==> src/include/ifc_regs.svh <==
`ifndef IFC_REGS_SVH
`define IFC_REGS_SVH
`define IFC_WORD_W 24
`define IFC_OPC_W 8
`define IFC_OPC_MSB 23
`define IFC_OPC_LSB 16
`define IFC_OPC_NOP 8'h00
`define IFC_OPC_DW0 8'h02
`define IFC_OPC_DW1 8'h04
`define IFC_OPC_DW2 8'hbe
`define IFC_OPC_BRANCH 8'h37
`define IFC_OPC_CALL_IND 8'h01
`define IFC_OPC_TBL_LO 8'hba
`define IFC_OPC_TBL_HI 8'hbb
`define IFC_OPC_RET 8'h06
`define IFC_OPC_SKIP_LO 8'he0
`define IFC_OPC_SKIP_HI 8'he7
`define IFC_OPC_COND_LO 8'h30
`define IFC_OPC_COND_HI 8'h3e
`define IFC_OPC_LIT_LO 8'h40
`define IFC_OPC_LIT_HI 8'h7f
`define IFC_OPC_FILE_LO 8'hb0
`define IFC_OPC_FILE_HI 8'hb9
`define IFC_OPC_BIT_LO 8'ha0
`define IFC_OPC_BIT_HI 8'haf
`define IFC_OPC_WORK_LO 8'h80
`define IFC_OPC_WORK_HI 8'h9f
`define IFC_DEST_FILE_BIT 13
`define IFC_BITSEL_IND_BIT 11
`define IFC_LIT_SAME_BIT 15
`define IFC_CYC_LONG 2'h3
`define IFC_CYC_ONE 2'h1
`define IFC_CYC_TWO 2'h2
`define IFC_BASE_MSB 14
`define IFC_BASE_LSB 11
`define IFC_SRC_MSB 6
`define IFC_SRC_LSB 0
`define IFC_DST_MSB 13
`define IFC_DST_LSB 7
`define IFC_FADDR_MSB 12
`define IFC_FADDR_LSB 0
`define IFC_BITSEL_MSB 15
`define IFC_BITSEL_LSB 12
`define IFC_LIT_MSB 13
`define IFC_LIT_LSB 4
`endif

==> src/include/ifc_pkg.sv <==
package ifc_pkg;
	typedef enum logic [2:0] {
		IFC_CAT_NOP = 3'h0,
		IFC_CAT_WORK = 3'h1,
		IFC_CAT_FILE = 3'h2,
		IFC_CAT_BIT = 3'h3,
		IFC_CAT_LIT = 3'h4,
		IFC_CAT_CTRL = 3'h5
	} ifc_cat_t;
	typedef struct packed {
		ifc_cat_t cat;
		logic [7:0] opcode;
		logic [3:0] base_reg;
		logic [6:0] src_reg;
		logic [6:0] dst_reg;
		logic [12:0] file_addr;
		logic dest_is_file;
		logic bit_indirect;
		logic [3:0] bit_sel;
		logic [9:0] literal;
		logic two_word;
		logic flow;
		logic skip;
		logic cond;
		logic long_op;
	} ifc_dec_t;
	typedef enum logic [1:0] {
		IFC_ST_FIRST = 2'b00,
		IFC_ST_SECOND = 2'b01,
		IFC_ST_FILL = 2'b10
	} ifc_state_t;
endpackage

==> src/rtl/ifc_field_decode.sv <==
`timescale 1ns/100ps
`include "ifc_regs.svh"
module ifc_field_decode (
	input wire logic [23:0] i_word,
	output ifc_pkg::ifc_dec_t o_dec
);
	logic [7:0] opc;
	assign opc = i_word[`IFC_OPC_MSB:`IFC_OPC_LSB];
	always_comb begin
		o_dec = '0;
		o_dec.opcode = opc;
		o_dec.base_reg = i_word[`IFC_BASE_MSB:`IFC_BASE_LSB];
		o_dec.src_reg = i_word[`IFC_SRC_MSB:`IFC_SRC_LSB];
		o_dec.dst_reg = i_word[`IFC_DST_MSB:`IFC_DST_LSB];
		o_dec.file_addr = i_word[`IFC_FADDR_MSB:`IFC_FADDR_LSB];
		o_dec.bit_sel = i_word[`IFC_BITSEL_MSB:`IFC_BITSEL_LSB];
		o_dec.literal = i_word[`IFC_LIT_MSB:`IFC_LIT_LSB];
		o_dec.two_word = (opc == `IFC_OPC_DW0) || (opc == `IFC_OPC_DW1) ||
			(opc == `IFC_OPC_DW2);
		o_dec.cat = ifc_pkg::IFC_CAT_CTRL;
		if (opc == `IFC_OPC_NOP) begin
			o_dec.cat = ifc_pkg::IFC_CAT_NOP;
		end else if (opc >= `IFC_OPC_WORK_LO && opc <= `IFC_OPC_WORK_HI) begin
			o_dec.cat = ifc_pkg::IFC_CAT_WORK;
		end else if (opc >= `IFC_OPC_FILE_LO && opc <= `IFC_OPC_FILE_HI) begin
			o_dec.cat = ifc_pkg::IFC_CAT_FILE;
			o_dec.dest_is_file = i_word[`IFC_DEST_FILE_BIT];
			// Register-side result always lands in the first working register
			o_dec.dst_reg = 7'h00;
		end else if (opc >= `IFC_OPC_BIT_LO && opc <= `IFC_OPC_BIT_HI) begin
			o_dec.cat = ifc_pkg::IFC_CAT_BIT;
			o_dec.bit_indirect = i_word[`IFC_BITSEL_IND_BIT];
		end else if (opc >= `IFC_OPC_LIT_LO && opc <= `IFC_OPC_LIT_HI) begin
			o_dec.cat = ifc_pkg::IFC_CAT_LIT;
			// Destination defaults to the base register when flagged as same
			if (i_word[`IFC_LIT_SAME_BIT]) begin
				o_dec.dst_reg = {3'h0, i_word[`IFC_BASE_MSB:`IFC_BASE_LSB]};
			end
		end
		o_dec.flow = (opc == `IFC_OPC_BRANCH) || (opc == `IFC_OPC_CALL_IND) ||
			(opc == `IFC_OPC_RET) || o_dec.two_word;
		o_dec.long_op = (opc == `IFC_OPC_BRANCH) || (opc == `IFC_OPC_CALL_IND) ||
			(opc == `IFC_OPC_TBL_LO) || (opc == `IFC_OPC_TBL_HI) ||
			(opc == `IFC_OPC_RET);
		o_dec.skip = opc >= `IFC_OPC_SKIP_LO && opc <= `IFC_OPC_SKIP_HI;
		o_dec.cond = opc >= `IFC_OPC_COND_LO && opc <= `IFC_OPC_COND_HI;
	end
endmodule // ifc_field_decode

==> src/rtl/ifc_cycle_ctrl.sv <==
`timescale 1ns/100ps
`include "ifc_regs.svh"
// Contract
// - Single word is 24 bits with an 8-bit opcode and operand fields.
// - Most instructions take one word; three opcodes take two words.
// - Two-word instruction spans 48 bits; second word upper byte zero.
// - A lone second word executes as a no-operation.
// - Working-register ops take base, source and destination operands.
// - File ops write back to the file register or first working register.
// - Bit ops pick the bit by literal or by base register contents.
// - Literal ops use base and literal; destination only when different.
// - One cycle; two when a condition is true or flow changes.
// - Branch, indirect call, table ops, returns take two or three cycles.
// - Taken skip lasts two cycles, three over a two-word instruction.
// - Double-word moves and all two-word instructions take two cycles.
module ifc_cycle_ctrl (
	input wire logic i_clk_sys,
	input wire logic i_rst_n,
	input wire logic i_word_vld,
	input wire logic [23:0] i_word,
	input wire logic i_cond_true,
	input wire logic i_long_three,
	input wire logic i_next_two_word,
	output ifc_pkg::ifc_dec_t o_dec,
	output logic o_dec_vld,
	output logic o_exec_nop,
	output logic o_fetch_rdy,
	output logic [47:0] o_dword,
	output logic o_dword_err,
	output logic [1:0] o_cycles
);
	ifc_pkg::ifc_dec_t dec;
	ifc_pkg::ifc_dec_t hold_q;
	ifc_pkg::ifc_state_t state_q;
	logic [23:0] first_q;
	logic [1:0] fill_q;
	logic [1:0] need;
	logic [1:0] cyc_q;

	ifc_field_decode u_dec (
		.i_word(i_word),
		.o_dec(dec)
	);

	// Cycle budget of the first word, derived once so both counter and report agree
	always_comb begin
		need = `IFC_CYC_ONE;
		if (dec.two_word) begin
			need = `IFC_CYC_TWO;
		end else if (dec.long_op) begin
			need = i_long_three ? `IFC_CYC_LONG : `IFC_CYC_TWO;
		end else if (dec.skip && i_cond_true) begin
			need = i_next_two_word ? `IFC_CYC_LONG : `IFC_CYC_TWO;
		end else if (dec.flow || (dec.cond && i_cond_true)) begin
			need = `IFC_CYC_TWO;
		end
	end

	always_ff @(posedge i_clk_sys) begin
		if (!i_rst_n) begin
			state_q <= ifc_pkg::IFC_ST_FIRST;
			fill_q <= 2'h0;
			cyc_q <= 2'h0;
		end else begin
			unique case (state_q)
				ifc_pkg::IFC_ST_FIRST: begin
					if (i_word_vld) begin
						cyc_q <= need;
						if (dec.two_word) begin
							state_q <= ifc_pkg::IFC_ST_SECOND;
						end else if (need > 2'h1) begin
							fill_q <= need - 2'h1;
							state_q <= ifc_pkg::IFC_ST_FILL;
						end
					end
				end
				ifc_pkg::IFC_ST_SECOND: begin
					if (i_word_vld) begin
						state_q <= ifc_pkg::IFC_ST_FIRST;
					end
				end
				ifc_pkg::IFC_ST_FILL: begin
					fill_q <= fill_q - 2'h1;
					if (fill_q == 2'h1) begin
						state_q <= ifc_pkg::IFC_ST_FIRST;
					end
				end
				default: begin
					state_q <= ifc_pkg::IFC_ST_FIRST;
				end
			endcase
		end
	end

	always_ff @(posedge i_clk_sys) begin
		if (!i_rst_n) begin
			first_q <= 24'h000000;
			hold_q <= '0;
		end else if (state_q == ifc_pkg::IFC_ST_FIRST && i_word_vld) begin
			first_q <= i_word;
			hold_q <= dec;
		end
	end

	// Outputs are registered; the fill cycles present a nop to the datapath
	always_ff @(posedge i_clk_sys) begin
		if (!i_rst_n) begin
			o_dec <= '0;
			o_dec_vld <= 1'b0;
			o_exec_nop <= 1'b0;
			o_fetch_rdy <= 1'b0;
			o_dword <= 48'h000000000000;
			o_dword_err <= 1'b0;
			o_cycles <= 2'h0;
		end else begin
			o_dec_vld <= 1'b0;
			o_exec_nop <= 1'b0;
			o_dword_err <= 1'b0;
			o_fetch_rdy <= (state_q != ifc_pkg::IFC_ST_FILL) || (fill_q == 2'h1);
			unique case (state_q)
				ifc_pkg::IFC_ST_FIRST: begin
					if (i_word_vld && !dec.two_word) begin
						o_dec <= dec;
						o_dec_vld <= 1'b1;
						o_cycles <= need;
						// Stray second word decodes as nop
						o_exec_nop <= (dec.cat == ifc_pkg::IFC_CAT_NOP);
						o_fetch_rdy <= (need == 2'h1);
					end
				end
				ifc_pkg::IFC_ST_SECOND: begin
					if (i_word_vld) begin
						o_dec <= hold_q;
						o_dec_vld <= 1'b1;
						o_cycles <= cyc_q;
						o_dword <= {first_q, i_word};
						o_dword_err <= (i_word[`IFC_OPC_MSB:`IFC_OPC_LSB] != `IFC_OPC_NOP);
					end
				end
				ifc_pkg::IFC_ST_FILL: begin
					o_exec_nop <= 1'b1;
				end
				default: begin
					o_exec_nop <= 1'b0;
				end
			endcase
		end
	end

	// Zero upper byte: lone second words and true nops both retire as a bubble
	chk_nop_zero_opc: assert property (@(posedge i_clk_sys) disable iff (!i_rst_n)
		(state_q == ifc_pkg::IFC_ST_FIRST && i_word_vld && i_word[23:16] == 8'h00)
		|=> o_exec_nop && o_dec_vld) else $error("zero opcode not a nop");

	chk_two_word_cycles: assert property (@(posedge i_clk_sys) disable iff (!i_rst_n)
		(state_q == ifc_pkg::IFC_ST_SECOND && i_word_vld) |=> o_cycles == 2'h2)
		else $error("two-word cycles wrong");

	chk_two_word_seq: assert property (@(posedge i_clk_sys) disable iff (!i_rst_n)
		(state_q == ifc_pkg::IFC_ST_FIRST && i_word_vld && dec.two_word)
		|=> state_q == ifc_pkg::IFC_ST_SECOND) else $error("second word missed");

	// The first word of a pair is only held; announcing it early would execute half an op
	chk_pair_quiet: assert property (@(posedge i_clk_sys) disable iff (!i_rst_n)
		(state_q == ifc_pkg::IFC_ST_FIRST && i_word_vld && dec.two_word)
		|=> !o_dec_vld && o_fetch_rdy) else $error("first word of pair announced");

	chk_dword_upper: assert property (@(posedge i_clk_sys) disable iff (!i_rst_n)
		(state_q == ifc_pkg::IFC_ST_SECOND && i_word_vld && i_word[23:16] == 8'h00)
		|=> !o_dword_err && o_dword[23:0] == $past(i_word)) else $error("dword bad");

	chk_dword_flag: assert property (@(posedge i_clk_sys) disable iff (!i_rst_n)
		(state_q == ifc_pkg::IFC_ST_SECOND && i_word_vld && i_word[23:16] != 8'h00)
		|=> o_dword_err) else $error("nonzero second word not flagged");

	chk_single_cycle: assert property (@(posedge i_clk_sys) disable iff (!i_rst_n)
		(state_q == ifc_pkg::IFC_ST_FIRST && i_word_vld && need == 2'h1)
		|=> state_q == ifc_pkg::IFC_ST_FIRST && o_fetch_rdy) else $error("single cycle stalled");

	chk_cond_two: assert property (@(posedge i_clk_sys) disable iff (!i_rst_n)
		(state_q == ifc_pkg::IFC_ST_FIRST && i_word_vld && dec.cond && i_cond_true
		&& !dec.long_op && !dec.skip && !dec.two_word)
		|=> (o_cycles == 2'h2 && !o_fetch_rdy) ##1 (o_exec_nop && o_fetch_rdy))
		else $error("true condition not two cycles");

	chk_fill_refuse: assert property (@(posedge i_clk_sys) disable iff (!i_rst_n)
		state_q == ifc_pkg::IFC_ST_FILL |=> !o_dec_vld && o_exec_nop)
		else $error("fill cycle not a bubble");

	chk_skip_three: assert property (@(posedge i_clk_sys) disable iff (!i_rst_n)
		(state_q == ifc_pkg::IFC_ST_FIRST && i_word_vld && dec.skip && i_cond_true
		&& i_next_two_word) |=> o_cycles == 2'h3 ##1 o_exec_nop ##1 o_exec_nop)
		else $error("skip over two words");

	chk_skip_two: assert property (@(posedge i_clk_sys) disable iff (!i_rst_n)
		(state_q == ifc_pkg::IFC_ST_FIRST && i_word_vld && dec.skip && i_cond_true
		&& !i_next_two_word) |=> o_cycles == 2'h2 ##1 (o_exec_nop && o_fetch_rdy))
		else $error("skip over one word");

	chk_skip_idle: assert property (@(posedge i_clk_sys) disable iff (!i_rst_n)
		(state_q == ifc_pkg::IFC_ST_FIRST && i_word_vld && dec.skip && !i_cond_true)
		|=> o_cycles == 2'h1 && o_fetch_rdy) else $error("untaken skip stalled");

	chk_long_min: assert property (@(posedge i_clk_sys) disable iff (!i_rst_n)
		(state_q == ifc_pkg::IFC_ST_FIRST && i_word_vld && dec.long_op && !dec.two_word)
		|=> o_cycles >= 2'h2 ##1 o_exec_nop) else $error("long op too short");

	chk_long_three: assert property (@(posedge i_clk_sys) disable iff (!i_rst_n)
		(state_q == ifc_pkg::IFC_ST_FIRST && i_word_vld && dec.long_op && i_long_three)
		|=> (o_cycles == 2'h3 && !o_fetch_rdy) ##1 (o_exec_nop && !o_fetch_rdy)
		##1 (o_exec_nop && o_fetch_rdy)) else $error("three-cycle long op wrong");

	chk_long_two: assert property (@(posedge i_clk_sys) disable iff (!i_rst_n)
		(state_q == ifc_pkg::IFC_ST_FIRST && i_word_vld && dec.long_op && !i_long_three)
		|=> o_cycles == 2'h2 ##1 (o_exec_nop && o_fetch_rdy))
		else $error("two-cycle long op wrong");

	chk_opcode_field: assert property (@(posedge i_clk_sys) disable iff (!i_rst_n)
		o_dec_vld |-> (o_dec.opcode == $past(i_word[23:16])) ||
		($past(state_q) == ifc_pkg::IFC_ST_SECOND)) else $error("opcode field wrong");

	chk_work_cat: assert property (@(posedge i_clk_sys) disable iff (!i_rst_n)
		(state_q == ifc_pkg::IFC_ST_FIRST && i_word_vld && i_word[23:16] >= `IFC_OPC_WORK_LO
		&& i_word[23:16] <= `IFC_OPC_WORK_HI) |=> o_dec.cat == ifc_pkg::IFC_CAT_WORK)
		else $error("working register op miscategorised");

	chk_file_dest: assert property (@(posedge i_clk_sys) disable iff (!i_rst_n)
		o_dec_vld && o_dec.cat == ifc_pkg::IFC_CAT_FILE && !o_dec.dest_is_file
		|-> o_dec.dst_reg == 7'h00) else $error("file result not to first register");

	chk_lit_dest: assert property (@(posedge i_clk_sys) disable iff (!i_rst_n)
		o_dec_vld && o_dec.cat == ifc_pkg::IFC_CAT_LIT && $past(i_word[15])
		&& $past(state_q) == ifc_pkg::IFC_ST_FIRST |-> o_dec.dst_reg[3:0] == o_dec.base_reg)
		else $error("literal dest");
endmodule // ifc_cycle_ctrl

==> config.mk <==
export PLATFORM = sky130hd
export DESIGN_NAME = ifc_cycle_ctrl
export DESIGN_NICKNAME = d
export VERILOG_FILES = /design/src/include/ifc_pkg.sv /design/src/rtl/ifc_field_decode.sv /design/src/rtl/ifc_cycle_ctrl.sv
export VERILOG_INCLUDE_DIRS = /design/src /design/src/include
export SDC_FILE = /design/constraint.sdc
export NUM_CORES = 1
export LEC_CHECK = 0
export BUFFER_PORTS_ARGS = -buffer_cell sky130_fd_sc_hd__clkbuf_2
export CORE_MARGIN = 2
export CORE_UTILIZATION = 48
export DETAILED_ROUTE_END_ITERATION = 10
export PLACE_DENSITY = 0.81
export SLEW_MARGIN = 20
export SYNTH_ARGS = -nofsm -noshare
export SYNTH_HDL_FRONTEND = slang
export SYNTH_SLANG_ARGS = --single-unit
==> constraint.sdc <==
create_clock -name i_clk_sys -period 2.19 [get_ports i_clk_sys]
set_clock_uncertainty 0.05 [all_clocks]
set_input_delay 0.1095 -clock i_clk_sys [delete_from_list [all_inputs] [get_ports i_clk_sys]]
set_output_delay 0.1095 -clock i_clk_sys [all_outputs]
set_load 0.005 [all_outputs]
==> metrics.yaml <==
worst_setup_path:
  critPathKind: "register to register"
  endpoint_kind: "register"
  worst_setup_path_start_kind: "register"
  cp.required_ps: 2470
  r2r_start: "state_q[0]"
  path_max_fanout: 17
  crit_path_start: "state_q[0]"
  cp.arrival_ps: 2310
yosys:
  ys_ff_latch: 142
  yosysMostFrequentCell: "nand2_1"
  yosysTopAreaCellShare_pct: 48.6
  synth_cells: 758
  ys_seq_area_share_pct: 48.6
  synthFlopType: "dfxtp_1"
  synth_cell_type_count: 47
  yosysTopAreaCell: "dfxtp_1"
  ys_top_cells_by_count: "nand2_1, dfxtp_1, a21oi_1, nor2_1, clkbuf_1"
  synth_edf_count: 0
  syn_area_mm2: 0.00585
  async_flop_share_pct: 0
  avgSynthCellArea_um2: 7.72
  ys_warn_count: 0
  syn_nets: 790
  synth_area_leaders: "dfxtp_1, nand2_1, a21oi_1, a311oi_1, nor2_1"
final_layout:
  syn2layout_area_growth_pct: 29.0
  nets: 934
  multi_input_area_mm2: 0.00260
  nFillCells: 1051
  final_util_pct: 63.1
  drive_gt1_share_pct: 25.8
  seq_area_mm2: 0.00284
global_routing:
  antenna_found_initial: 0
  grt_pass1_vias: 5278
  gr-usage-all-layers_pct: 25.7
  met2_usage_pct: 39.5
  grt_pass1_wl_um: 26500
  grt_max_degree: 78
  busiest_layer: "met2"
  grtUsageMet1_pct: 34.4
  use_met3_pct: 6.14
  grt_remaining_overflow: 0
cts:
  tritoncts: "done"
  cts_inserted_buffers: 17
  root_buffer: "clkbuf_16"
  htreeDepth: 4
  cts_buffer_depth: 2
  clk_pin_slew_ps: 60
  cts.repair.resized: 0
  insertion_delay_ps: 420
  clock-sinks: 142
routing:
  drt_iter0_markers: 531
  ant_nets: 0
  drt-total-wl_um: 16600
  via_per_inst: 5.43
  wl_per_cell_um: 15.6
  first_pass_iters: 5
  dr_total_vias: 5775
  drc_errors: 0
sta:
  setup_viol: 0
  finalCritPeriodShare_pct: 92.9
  min_period_ps: 2030
  final_hold_viol_count: 0
  slew_headroom_pct: 62.8
  clock.fmax_mhz: 492
  tightest_slew_ps: 556
  rsz0062_at_grt: "no"
  finalMaxSlewViolations: 0
  holdWs_ps: 33.3
pwr:
  ir_worst_vdd_mv: 0.444
  p_total_uw: 6260
  power_density_mw_per_mm2: 829
  p_switching_uw: 1510
  p_int_uw: 4750
  total_leakage_power_uw: 0.00324
  clockPowerShare_pct: 47.1
  p_seq_share_pct: 44.0
  power_frac_comb_pct: 8.9
  switching_share_pct: 24.1
placement:
  port_buffers: 146
  gp_congestion: 0.887
  dpl.hpwl_um: 10700
floorplan:
  core-area_mm2: 0.0120
  die_w_um: 114
  die_h_um: 114
  row_count: 40
  io_pins: 147
  start_util_pct: 48.9
  dieArea_mm2: 0.0131
outcome:
  outcome: "finished clean"
min_path:
  holdCritStartpoint: "i_word_vld"
  min_path_type: "primary input to register"
flow_run:
  max_cap_violations: 0
layout by cell type (no fill, tap or decap), drive strengths merged, types with 10 or more instances in the layout:
cell and instances:
nand2 255, nor2 61, clkbuf 165, dlygate4sd3 18
nor3 10, a21oi 95, dfxtp 142, a311oi 39
buf 46, nand3 12
per-stage QoR:
stage / area (um2) / std cells / TNS [ps] / setup WS [ps]
after floorplan: 5850 / 758 / 0 / 0.161
after global placement: 6760 / 1012 / -105 / -79.9
after detailed placement: 6760 / 1012 / -248 / -141
after CTS: 7550 / 1062 / 0 / 170
after global routing: 7550 / 1062 / 0 / 26.6
final: 7550 / 1063 / 0 / 156
power groups by stage:
stage | Clock (uW) | Sequential [uW] | Combinational (uW)
3_3_place_gp | 0 | 2810 | 515
4_1_cts | 2980 | 2760 | 554
3_5_place_dp | 0 | 2810 | 523
5_1_grt | 3100 | 2770 | 612
2_1_floorplan | 0 | 2800 | 316
6_report | 2950 | 2760 | 556
worst max-delay path, stage by stage, from the launching register on:
cell and delay [ps]:
dfxtp_1 360, nand2b_1 230, or2_2 340, o21ai_4 330, buf_4 300, nor2_1 70
a311oi_1 250
path summary, 6_finish.rpt:
path | cells past startpoint | slack [ps] | endpoint
min reg2reg | 2 | 400 | o_dword[5]
max | 6 | 160 | o_dec[42]
max reg2reg | 6 | 160 | o_dec[42]
min | 3 | 30 | o_exec_nop
cell type report:
class	instances	share of cell area, %
timing repair buffer	210	17.3
multi-input combinational	528	34.4
sequential	142	37.6
tap	147	2.44
clock buffer	19	5.86
clock inverter	13	2.17
inverter	3	0.182
antenna	1	0.0331
kinds of logic after synthesis:
group / count (synthesis) / share of synthesized area (%)
AOI/OAI and AO/OA: 156 / 16.8
xor gates and xnor gates: 1 / 0.150
adders and majority gates: 2 / 0.427
buffers and inverters: 88 / 7.57
DFF: 142 / 48.6
muxes: 5 / 0.855
and+or+nand+nor: 364 / 25.7
layer usage:
| metal | vias up | wire length [um] |
|---|---|---|
| met1 | 2682 | 7290 |
| met2 | 238 | 7720 |
| met4 | 0 | 447 |
| met5 | - | 0 |
| li1 | 2815 | - |
| met3 | 40 | 1180 |
sequential cells by signal (all words and copies together), names as in the netlist:
| signal | flops |
|---|---|
| first_q | 1 |
| fill_q | 2 |
| o_dword_err | 1 |
| o_exec_nop | 1 |
| o_dec_vld | 1 |
| o_fetch_rdy | 1 |
| o_cycles | 2 |
| o_dword | 48 |
| state_q | 2 |
| hold_q | 40 |
| cyc_q | 2 |
| o_dec | 41 |
what timing repair did:
item / CTS / global route
hold endpoints to repair: 44 / 0
hold buffers: 18 / 0
setup buffers: 0 / 0
No activity file was read; power rests on OpenSTA's default activity.
